## src/design/lpr_pkg.sv

```systemverilog
// ****************************************************************
// Shared constants of the portrait rotation block.
// ****************************************************************
package lpr_pkg;

  // Width of a display memory byte address.
  localparam int ADDR_W = 17;
  // Width of the register data lane.
  localparam int REG_W  = 8;
  // Width of the register index carried by the bus address.
  localparam int IDX_W  = 6;

  // ****************************************************************
  // Register indices; the byte address is four times the index.
  // ****************************************************************
  localparam logic [IDX_W-1:0] IDX_START_LOW  = 6'h0c;
  localparam logic [IDX_W-1:0] IDX_START_MID  = 6'h0d;
  localparam logic [IDX_W-1:0] IDX_START_TOP  = 6'h0e;
  localparam logic [IDX_W-1:0] IDX_ROT_CTRL   = 6'h1b;
  localparam logic [IDX_W-1:0] IDX_STRIDE     = 6'h1c;
  localparam logic [IDX_W-1:0] IDX_STATUS     = 6'h1d;

  // ****************************************************************
  // Field positions.
  // ****************************************************************
  localparam int CTRL_ENABLE_BIT  = 7;
  localparam int CTRL_SCHEME_BIT  = 6;
  localparam int CTRL_MCLK_BIT    = 2;
  localparam int START_TOP_BIT    = 16;
  localparam int STAT_POW2_BIT    = 0;
  localparam int STAT_BOOST_BIT   = 1;
  localparam int STAT_PORT_BIT    = 2;
  localparam int STAT_ALT_BIT     = 3;
  localparam int STAT_FRAME_BIT   = 4;

  // Writable bits of the rotation control register.
  localparam logic [REG_W-1:0] CTRL_WMASK = 8'hc7;
  // Writable bits of the top start offset register.
  localparam logic [REG_W-1:0] TOP_WMASK  = 8'h01;

  // ****************************************************************
  // Reset values.
  // ****************************************************************
  localparam logic [REG_W-1:0] START_RST  = 8'h00;
  localparam logic [REG_W-1:0] CTRL_RST   = 8'h00;
  localparam logic [REG_W-1:0] STRIDE_RST = 8'h00;

  // ****************************************************************
  // Panel geometry defaults.
  // ****************************************************************
  localparam int PANEL_PIXELS = 320;
  localparam int PANEL_LINES  = 240;

  // Scheme selection.
  typedef enum logic {
    LPR_SCHEME_DEFAULT,
    LPR_SCHEME_ALTERNATE
  } lpr_scheme_type;

endpackage

```

## src/design/lpr_scan.sv

```systemverilog
`timescale 1ns/1ps
// ****************************************************************
// Panel raster counter: pixels along a panel line, then lines.
// ****************************************************************
module lpr_scan #(
  parameter int PIXELS = lpr_pkg::PANEL_PIXELS,
  parameter int LINES  = lpr_pkg::PANEL_LINES
) (
  input  wire logic clk_i,
  input  wire logic rst_i,
  input  wire logic pix_en_i,
  output logic      line_first_o,
  output logic      frame_first_o,
  output logic      frame_last_o
);
  import lpr_pkg::*;

  localparam int XW = $clog2(PIXELS);
  localparam int YW = $clog2(LINES);
  localparam logic [XW-1:0] X_LAST = XW'(PIXELS - 1);
  localparam logic [YW-1:0] Y_LAST = YW'(LINES - 1);

  logic [XW-1:0] x_reg;
  logic [XW-1:0] x_next;
  logic [YW-1:0] y_reg;
  logic [YW-1:0] y_next;
  logic          x_end;
  logic          y_end;

  // Position decode; the flags describe the pixel about to be fetched.
  assign x_end         = (x_reg == X_LAST);
  assign y_end         = (y_reg == Y_LAST);
  assign line_first_o  = (x_reg == '0);
  assign frame_first_o = line_first_o && (y_reg == '0);
  assign frame_last_o  = x_end && y_end;

  // Wrap the pixel counter at the line end and the line counter at the
  // frame end.
  assign x_next = x_end ? '0 : x_reg + XW'(1);
  assign y_next = x_end ? (y_end ? '0 : y_reg + YW'(1)) : y_reg;

  // Counters only move on a pixel slot.
  always_ff @(posedge clk_i) begin
    if (rst_i) begin
      x_reg <= '0;
      y_reg <= '0;
    end else if (pix_en_i) begin
      x_reg <= x_next;
      y_reg <= y_next;
    end
  end

endmodule

```

## src/design/lpr_rotation.sv

```systemverilog
`timescale 1ns/1ps
module lpr_rotation #(
  parameter int PANEL_PIXELS = lpr_pkg::PANEL_PIXELS,
  parameter int PANEL_LINES  = lpr_pkg::PANEL_LINES
) (
  input  wire logic                        clk_i,
  input  wire logic                        rst_i,
  // Wishbone classic slave.
  input  wire logic                        wb_cyc_i,
  input  wire logic                        wb_stb_i,
  input  wire logic                        wb_we_i,
  input  wire logic [7:0]                  wb_adr_i,
  input  wire logic [31:0]                 wb_dat_i,
  input  wire logic [3:0]                  wb_sel_i,
  output logic      [31:0]                 wb_dat_o,
  output logic                             wb_ack_o,
  // Host display memory access in progress.
  input  wire logic                        cpu_mem_busy_i,
  // Refresh fetch stream towards display memory.
  output logic      [lpr_pkg::ADDR_W-1:0]  fetch_addr_o,
  output logic                             fetch_valid_o,
  output logic                             fetch_frame_o,
  output logic                             fetch_line_o,
  // Clock steering.
  output logic                             input_clock_pin_route_o,
  output logic                             mclk_boost_o,
  output logic                             pixel_clock_en_o
);
  import lpr_pkg::*;

  // ****************************************************************
  // Functions.
  // ****************************************************************

  // True when the bus index selects the given register.
  function automatic logic hit(input logic [IDX_W-1:0] idx,
                               input logic [IDX_W-1:0] reg_idx);
    hit = (idx == reg_idx);
  endfunction

  // True for a single set bit; zero is not a usable stride.
  function automatic logic is_pow2(input logic [REG_W-1:0] v);
    is_pow2 = (v != '0) && ((v & (v - REG_W'(1))) == '0);
  endfunction

  // ****************************************************************
  // Register storage.
  // ****************************************************************
  logic [REG_W-1:0]  start_low_reg;
  logic [REG_W-1:0]  start_mid_reg;
  logic [REG_W-1:0]  start_top_reg;
  logic [REG_W-1:0]  rot_ctrl_reg;
  logic [REG_W-1:0]  stride_reg;
  logic              ack_reg;
  logic [REG_W-1:0]  rdata_reg;

  // ****************************************************************
  // Bus decode.
  // ****************************************************************
  logic [IDX_W-1:0]  bus_idx;
  logic              bus_req;
  logic              wr_take;
  logic              lane0;
  logic [REG_W-1:0]  wr_byte;
  logic              wr_low;
  logic              wr_mid;
  logic              wr_top;
  logic              wr_ctrl;
  logic              wr_stride;

  // The index sits above the byte lane bits of the address.
  assign bus_idx   = wb_adr_i[7:2];
  assign bus_req   = wb_cyc_i && wb_stb_i;
  // Writes land on the edge where the master sees the acknowledge.
  assign wr_take   = bus_req && wb_we_i && ack_reg;
  // Registers are eight bits wide and live on byte lane zero only.
  assign lane0     = wb_sel_i[0];
  assign wr_byte   = wb_dat_i[REG_W-1:0];
  assign wr_low    = wr_take && lane0 && hit(bus_idx, IDX_START_LOW);
  assign wr_mid    = wr_take && lane0 && hit(bus_idx, IDX_START_MID);
  assign wr_top    = wr_take && lane0 && hit(bus_idx, IDX_START_TOP);
  assign wr_ctrl   = wr_take && lane0 && hit(bus_idx, IDX_ROT_CTRL);
  assign wr_stride = wr_take && lane0 && hit(bus_idx, IDX_STRIDE);

  // ****************************************************************
  // Mode decode.
  // ****************************************************************
  logic              portrait_on;
  lpr_scheme_type    scheme;
  logic              alt_on;
  logic              mclk_sel;
  logic              stride_pow2;
  logic [ADDR_W-1:0] start_raw;
  logic [ADDR_W-1:0] stride_ext;
  logic [ADDR_W-1:0] start_eff;

  assign portrait_on = rot_ctrl_reg[CTRL_ENABLE_BIT];
  assign scheme      = rot_ctrl_reg[CTRL_SCHEME_BIT] ? LPR_SCHEME_ALTERNATE
                                                     : LPR_SCHEME_DEFAULT;
  assign alt_on      = portrait_on && (scheme == LPR_SCHEME_ALTERNATE);
  assign mclk_sel    = portrait_on && rot_ctrl_reg[CTRL_MCLK_BIT];
  assign stride_pow2 = is_pow2(stride_reg);

  assign start_raw   = {start_top_reg[0], start_mid_reg, start_low_reg};
  assign stride_ext  = portrait_on ? ADDR_W'(stride_reg) : '0;

  // The effective first fetch address of a frame. In the default
  // scheme the stride is a single bit, so clearing that bit in the
  // offset keeps the line part even; this is why it pans by two lines
  // while the alternate scheme uses the offset as written.
  always_comb begin
    start_eff = start_raw;
    if (!portrait_on) begin
      start_eff = {start_raw[ADDR_W-2:0], 1'b0};
    end else if (!alt_on) begin
      start_eff = start_raw & ~stride_ext;
    end else begin
      start_eff = start_raw;
    end
  end

  // ****************************************************************
  // Clock steering.
  // ****************************************************************
  logic pix_phase_reg;
  logic pix_en;

  assign pix_en = alt_on ? pix_phase_reg : 1'b1;

  // The phase runs free; the halving only matters in the alternate
  // scheme, and the raster simply waits one cycle per pixel there.
  // A free phase costs nothing in the other modes and needs no restart.
  always_ff @(posedge clk_i) begin
    if (rst_i) begin
      pix_phase_reg <= 1'b0;
    end else begin
      pix_phase_reg <= ~pix_phase_reg;
    end
  end

  assign input_clock_pin_route_o = portrait_on;
  assign mclk_boost_o            = mclk_sel && cpu_mem_busy_i;
  assign pixel_clock_en_o        = pix_en;

  // ****************************************************************
  // Raster position.
  // ****************************************************************
  logic line_first;
  logic frame_first;
  logic frame_last;

  lpr_scan #(
    .PIXELS (PANEL_PIXELS),
    .LINES  (PANEL_LINES)
  ) u_scan (
    .clk_i         (clk_i),
    .rst_i         (rst_i),
    .pix_en_i      (pix_en),
    .line_first_o  (line_first),
    .frame_first_o (frame_first),
    .frame_last_o  (frame_last)
  );

  // ****************************************************************
  // Fetch address generation.
  // ****************************************************************
  logic [ADDR_W-1:0] cur_addr_reg;
  logic [ADDR_W-1:0] line_base_reg;
  logic [ADDR_W-1:0] addr_now;
  logic              frame_busy_reg;

  // Portrait frames start at the right edge of the first portrait line
  // and walk down the column; each new panel line moves one byte left.
  // The host side needs no translation: it writes memory linearly with
  // the programmed stride and this walk does the rotation.
  // linear host layout
  always_comb begin
    addr_now = cur_addr_reg + ADDR_W'(1);
    if (frame_first) begin
      addr_now = start_eff;
    end else if (portrait_on && line_first) begin
      addr_now = line_base_reg - ADDR_W'(1);
    end else if (portrait_on) begin
      addr_now = cur_addr_reg + stride_ext;
    end
  end

  // Address state moves on pixel slots only.
  always_ff @(posedge clk_i) begin
    if (rst_i) begin
      cur_addr_reg  <= '0;
      line_base_reg <= '0;
    end else if (pix_en) begin
      cur_addr_reg <= addr_now;
      if (line_first) begin
        line_base_reg <= addr_now;
      end
    end
  end

  // Registered fetch stream; the flags travel with their address.
  always_ff @(posedge clk_i) begin
    if (rst_i) begin
      fetch_addr_o  <= '0;
      fetch_valid_o <= 1'b0;
      fetch_frame_o <= 1'b0;
      fetch_line_o  <= 1'b0;
    end else begin
      fetch_valid_o <= pix_en;
      fetch_frame_o <= pix_en && frame_first;
      fetch_line_o  <= pix_en && line_first;
      if (pix_en) begin
        fetch_addr_o <= addr_now;
      end
    end
  end

  // Status bit showing that a frame is being scanned past its first
  // pixel, so software can time offset changes to the frame gap.
  always_ff @(posedge clk_i) begin
    if (rst_i) begin
      frame_busy_reg <= 1'b0;
    end else if (pix_en) begin
      frame_busy_reg <= !frame_last;
    end
  end

  // ****************************************************************
  // Register writes.
  // ****************************************************************

  // Offset registers; only bit zero of the top byte exists.
  always_ff @(posedge clk_i) begin
    if (rst_i) begin
      start_low_reg <= START_RST;
      start_mid_reg <= START_RST;
      start_top_reg <= START_RST;
    end else begin
      if (wr_low) begin
        start_low_reg <= wr_byte;
      end
      if (wr_mid) begin
        start_mid_reg <= wr_byte;
      end
      if (wr_top) begin
        start_top_reg <= wr_byte & TOP_WMASK;
      end
    end
  end

  // Control and stride. A stride that is not a power of two is kept
  // as written; the default scheme then fetches a skewed image, and
  // the status register flags it rather than silently fixing it.
  always_ff @(posedge clk_i) begin
    if (rst_i) begin
      rot_ctrl_reg <= CTRL_RST;
      stride_reg   <= STRIDE_RST;
    end else begin
      if (wr_ctrl) begin
        rot_ctrl_reg <= wr_byte & CTRL_WMASK;
      end
      if (wr_stride) begin
        stride_reg <= wr_byte;
      end
    end
  end

  // ****************************************************************
  // Register reads and acknowledge.
  // ****************************************************************
  // The status word is read only; writes to its index are dropped.
  logic [REG_W-1:0] status_val;
  logic [REG_W-1:0] rd_mux;

  // Status word; frame busy is only a hint, it moves on pixel slots.
  assign status_val = REG_W'({frame_busy_reg, alt_on, portrait_on,
                              mclk_boost_o, stride_pow2});

  // Unmapped indices read as zero and are still acknowledged.
  assign rd_mux =
    hit(bus_idx, IDX_START_LOW) ? start_low_reg :
    hit(bus_idx, IDX_START_MID) ? start_mid_reg :
    hit(bus_idx, IDX_START_TOP) ? start_top_reg :
    hit(bus_idx, IDX_ROT_CTRL)  ? rot_ctrl_reg  :
    hit(bus_idx, IDX_STRIDE)    ? stride_reg    :
    hit(bus_idx, IDX_STATUS)    ? status_val    : '0;

  // One wait cycle, acknowledge for one cycle, then low again.
  always_ff @(posedge clk_i) begin
    if (rst_i) begin
      ack_reg   <= 1'b0;
      rdata_reg <= '0;
    end else begin
      ack_reg <= bus_req && !ack_reg;
      if (bus_req && !ack_reg) begin
        rdata_reg <= rd_mux;
      end
    end
  end

  // Acknowledge and read data both come straight from flip-flops.
  assign wb_ack_o = ack_reg;
  assign wb_dat_o = {{(32-REG_W){1'b0}}, rdata_reg};

endmodule

```

## config.mk

```make
export PLATFORM = sky130hd
export DESIGN_NAME = lpr_rotation
export DESIGN_NICKNAME = d
export VERILOG_FILES = /design/src/design/lpr_pkg.sv /design/src/design/lpr_scan.sv /design/src/design/lpr_rotation.sv
export SDC_FILE = /design/constraint.sdc
export NUM_CORES = 1
export LEC_CHECK = 0
export BUFFER_PORTS_ARGS = -buffer_cell sky130_fd_sc_hd__buf_2
export CAP_MARGIN = 15
export CORE_MARGIN = 4
export CORE_UTILIZATION = 45
export CTS_BUF_LIST = sky130_fd_sc_hd__clkbuf_16
export DETAILED_ROUTE_END_ITERATION = 10
export PLACE_DENSITY = 0.67
export SLEW_MARGIN = 20
export SYNTH_ARGS = -nofsm -noshare
export SYNTH_HDL_FRONTEND = slang
export SYNTH_SLANG_ARGS = --single-unit
```

## constraint.sdc

```tcl
create_clock -name clk_i -period 3.4 [get_ports clk_i]
set_input_delay 0 -clock clk_i [delete_from_list [all_inputs] [get_ports clk_i]]
set_output_delay 0 -clock clk_i [all_outputs]
set_load 0.05 [all_outputs]
```

; ---- Word-level counts from Yosys, hierarchy flattened
; Index checks and enable logic that the tools add are counted.
[word_totals]
inputBits = 50
word_cells = 77
regBits = 95
output_inout_bits = 56
[classes]
mux = 16
eq_ne = 8
bitwise = 4
n_reduce_logical = 27
n_addsub = 6
[ops]
columns = op, n
row1 = $mux 17, 5
row2 = $mux 8, 7
row3 = $logic_and 1x1->1, 19
row4 = $eq 6x4->1 const B, 3
row5 = $eq 6x5->1 const B, 3
row6 = $add 17x1->17 const B, 1
row7 = $add 17x8->17, 1
row8 = $and 17x17->17, 1
row9 = $not 8->17, 1
row10 = $sub 17x1->17 const B, 1
row11 = $logic_not 8->1, 2
row12 = $add 9x1->9 const B, 1
row13 = $eq 9x9->1 const B, 1
row14 = $logic_not 9->1, 1
row15 = $mux 9, 1
row16 = $add 8x1->8 const B, 1
row17 = $and 8x8->8, 1
row18 = $eq 8x8->1 const B, 1
row19 = $reduce_bool 8->1, 1
row20 = $sub 8x1->8 const B, 1
row21 = $mux 5, 1
row22 = $reduce_and 2->1, 2
row23 = $logic_not 1->1, 2
row24 = $mux 1, 2
row25 = $not 1->1, 1

; ---- Logic depth before layout (Yosys ltp)
[logic_depth]
ltp_word = 10
depth_mapped = 11
depth_no_buf = 9

; ---- Modules after synthesis
; A second synthesis with hierarchy kept.
[unflattened]
hier_cells = 733
hier_area_um2 = 5745.5
[by_module_without_submodules]
columns = mod, cells_per_inst, n_inst, seq_area_each_um2, area_per_inst_um2
row1 = lpr_rotation, 618, 1, 1561.5, 4805.9
row2 = lpr_scan, 115, 1, 340.3, 939.7

; ---- Worst setup path after synthesis
; Ideal clock, no wire load.
[synth_path]
path_kind = register to register
start = reg rot_ctrl_reg[7]
end = reg line_base_reg[15]
setup_ns = 0.091
arrival_time_ns = 3.414
setup_slack_ns = -0.105
n_path_buf = 2
period_less_slack_ns = 3.505
stages_incl_launch_ff = 12
t_required_ns = 3.309
path_cell_list = dfxtp_1 -> clkbuf_1 -> clkinv_1 -> clkbuf_1 -> nor2_1 -> ha_1 -> and2_1 -> a221oi_1 -> a21o_1 -> a21oi_1 -> or3b_2 -> a311oi_1
[synth_between]
elab_chain_cells = 5
word_cells_on_any_way = 11
cone_classes = add/sub: 1 / mux: 7 / reduce/logical: 3
[synth_rtl]
columns = item, line
row1 = from (decl), lpr_rotation.sv:52  ; logic [REG_W-1:0] rot_ctrl_reg;
row2 = from (signal assigned), lpr_rotation.sv:260  ; rot_ctrl_reg <= wr_byte & CTRL_WMASK;
row3 = $mux 8, lpr_rotation.sv:105  ; assign stride_ext = portrait_on ? ADDR_W'(stride_reg) : '0;
row4 = $add 17x8->17, lpr_rotation.sv:184  ; addr_now = cur_addr_reg + stride_ext;
row5 = $mux 17, lpr_rotation.sv:183  ; end else if (portrait_on) begin
row6 = $mux 17, lpr_rotation.sv:181  ; end else if (portrait_on && line_first) begin
row7 = $mux 17, lpr_rotation.sv:179  ; if (frame_first) begin
row8 = to (signal assigned), lpr_rotation.sv:196  ; line_base_reg <= addr_now;
row9 = to (decl), lpr_rotation.sv:168  ; logic [ADDR_W-1:0] line_base_reg;
; Several ways; a longest one is shown, not always the timed one.
; A chain may end at the register's enable or synchronous reset.

; ---- Final worst setup path
; Ends and elaborated chain as after synthesis.

==> summary.md <==
| Metric | Value |
|---|---|
| Skew-Pair Late Insertion Delay | `~0.35 ns` |
| Antenna violations before repair | `0` |
| Worst vdd ir | `~310 uV` |
| Final Hold Viols | `0` |
| Max_slew headroom | `a little under half` |
| H-tree Lvls | `3` |
| Number of synthesized flops with an enable pin | `0` |
| Met2 GRT Util | `between 30% and 40%` |
| Gp weighted congestion | `roughly 0.97` |
| Total GRT Usage | `between 20% and 30%` |
| Dpl cell area | `slightly below 6000 sq um` |
| Leak pwr | `2.50 nW` |
| Fin. max-slew vios | `0` |
| Via count | `around 5400` |
| R2R Setup Slk | `around 0.48 ns` |
| FILL cells | `~1200` |
| Clk sinks | `95` |
| Critical setup path kind | `register to register` |
| Final worst path period share | `between 80 and 90%` |
| IO Port Bufs | `52` |
| Total die area | `14400 sq um` |
| Grt ovf | `0` |
| Busiest grt layer | `met2` |
| Buffer depth of the longest clock path | `2` |
| Initial drt markers | `410` |
| Clk_skew | `0.0121 ns` |
| Worst EP required | `roughly 3.7 ns` |
| Routed wire length | `roughly 16 mm` |
| Post-synth ARST share | `0%` |
| Startpoint types | `register` |
| Clock slew at reported path FFs | `about 0.07 ns` |
| Pwr dens | `between 400 and 500 nW/um^2` |
| Final Util | `52.3%` |
| Synth Warn # | `0` |
| Final min period | `between 2 and 3 ns` |
| Sum Neg Setup Slack | `0 ns` |
| Final number of setup-violating endpoints | `0` |
| CTS tree | `yes` |
| Initial core utilization | `~46%` |
| Antenna fix cells | `0` |
| Clock root buffer | `clkbuf_16` |
| Syn Area/Cell | `7.90 sq um` |
| Largest net degree at the start of global routing | `just over 60` |
| Critical path endpoint category | `register` |
| GRT met1 Usage | `30.6%` |
| Die width | `120 microns` |
| Post-Syn Instances | `between 700 and 800` |
| Placement Rows | `40` |
| Max Cap Viol | `0` |
| DR vias/cell | `a little under 6` |
| Non-filler instance count after layout | `between 900 and 1000` |
| Critical Path AT | `3.19 ns` |
| Min-delay worst type | `primary input to register` |
| DR pass1 iterations | `5` |
| Status | `complete, no violations` |
| Detailed placer's ending HPWL | `between 10 and 15 mm` |
| Most frequent cells in the layout | `dfxtp_1 (94), nor2_1 (86), nand2_1 (72)` |
| Worst-path maximum fanout | `10` |
| NumNets Final | `around 800` |
| TritonCTS Buffers | `9` |
| Core Area | `~12000 sq um` |
| Ports | `106` |
| Post-Syn Area | `between 5000 and 6000 sq um` |
| Overall power | `2.82 mW` |
| Yosys reg bits | `95` |
| Routed WL per cell | `17.1 microns` |
| Placed insts | `909` |
| Met3 Usage GRT | `3.39%` |
| Antenna viol nets, final | `0` |
| Fmax | `0.342 GHz` |
| Vias in the first global route | `a little under 5000` |
| Commonest non-fill, non-tap cell in the layout | `dfxtp_1` |
| Seq/Total Area, Yosys | `33.8%` |
| Synth-to-layout area growth | `12.4%` |
| Remaining DRCs | `0` |
| RSZ-0062 raised after global routing | `no` |
| Slew @ Worst Pin | `roughly 0.80 ns` |
| Synth unique cells | `68` |
| Layout cell share with drive strength beyond 1 | `between 10% and 20%` |
| Chip height | `about 120 microns` |
| Main synth FF type | `dfxtp_1` |
| Post-route cell area | `6330 sq um` |
| First-pass GRT wire length | `about 26 mm` |
-- worst max-delay path, cell delays in order (launching register included) --
cell and delay [ns]:
dfxtp_2 0.35, clkinv_1 0.22, nor2_1 0.20, ha_1 0.31, a21o_1 0.22, a21oi_1 0.59, a21oi_1 0.26, or3b_2 0.49
a311oi_1 0.20
-- cell type report --
cell class	instances	area, sq um	share of cell area, %
inverters	24	90.1	1.42
multi-input cells	556	3390	53.6
repair buffers	74	445	7.04
flip-flops and latches	95	1900	30.1
clock buffers	9	225	3.56
clock inverters	6	62.6	0.988
well taps	168	210	3.32
-- routing by layer --
layer / share of wire (%) / vias to the layer above
met5: 0 / -
li1: - / 2606
met3: 6.6 / 29
met4: 2.2 / 0
met2: 46 / 204
met1: 45 / 2550
-- cells in the mapped netlist (7+ instances only) --
library cell  number  area share [%]
dfxtp_1           95              34
nor2_1            87             5.8
nand2_1           72             4.8
a21oi_1           56             5.0
nand3_1           35             3.1
o21ai_0           35             3.1
mux2i_1           30             5.3
clkbuf_1          29             1.9
buf_4             27             3.6
inv_1             23             1.5
xnor2_1           20             3.1
a211oi_1          19             2.5
nor3_1            18             1.6
a31oi_1           13             1.4
ha_1              13             2.9
xor2_1            12             1.9
and2_1             9             1.0
a221oi_1           7             1.1
-- repair_timing --
item	CTS	global route
hold buffers	8	0
endpoints found under the setup margin	0	0
resized for setup	0	0
endpoints found under the hold margin	27	0
setup buffers	0	0
-- final timing paths --
check                  startpoint                end  cells past startpoint
setup / recovery  rot_ctrl_reg[7]  line_base_reg[15]                      8
hold / removal        wb_adr_i[3]   start_top_reg[0]                      4
setup reg to reg  rot_ctrl_reg[7]  line_base_reg[15]                      8
hold reg to reg     pix_phase_reg      pix_phase_reg                      1
-- power breakdown --
group          internal (mW)  total (mW)  switching, mW
sequential              1.16        1.21         0.0507
clock                  0.565        1.01          0.444
combinational          0.193       0.596          0.404
-- through the flow --
step / hold slack (ns) / worst slack (ns)
3_3_place_gp: 0.291 / 0.548
6_report: 0.0872 / 0.477
4_1_cts: 0.0732 / 0.488
2_1_floorplan: 0.139 / 0.0579
5_1_grt: 0.116 / 0.286
3_5_place_dp: 0.301 / 0.504
-- logic make-up (layout without fill, tap and decap cells) --
kind of cell	count (synthesis)	in the layout	synth area share (%)
other	1	24	0.0666
AO/OA/AOI/OAI	180	180	20.6
AND/OR/NAND/NOR	272	272	23.7
multiplexers	33	33	5.93
adder cells (fa/ha/maj)	15	15	3.42
XOR/XNOR	32	32	4.98
flip-flops	95	95	33.8
buffers and inverters	85	113	7.53
(Power assumes the default switching activity.)
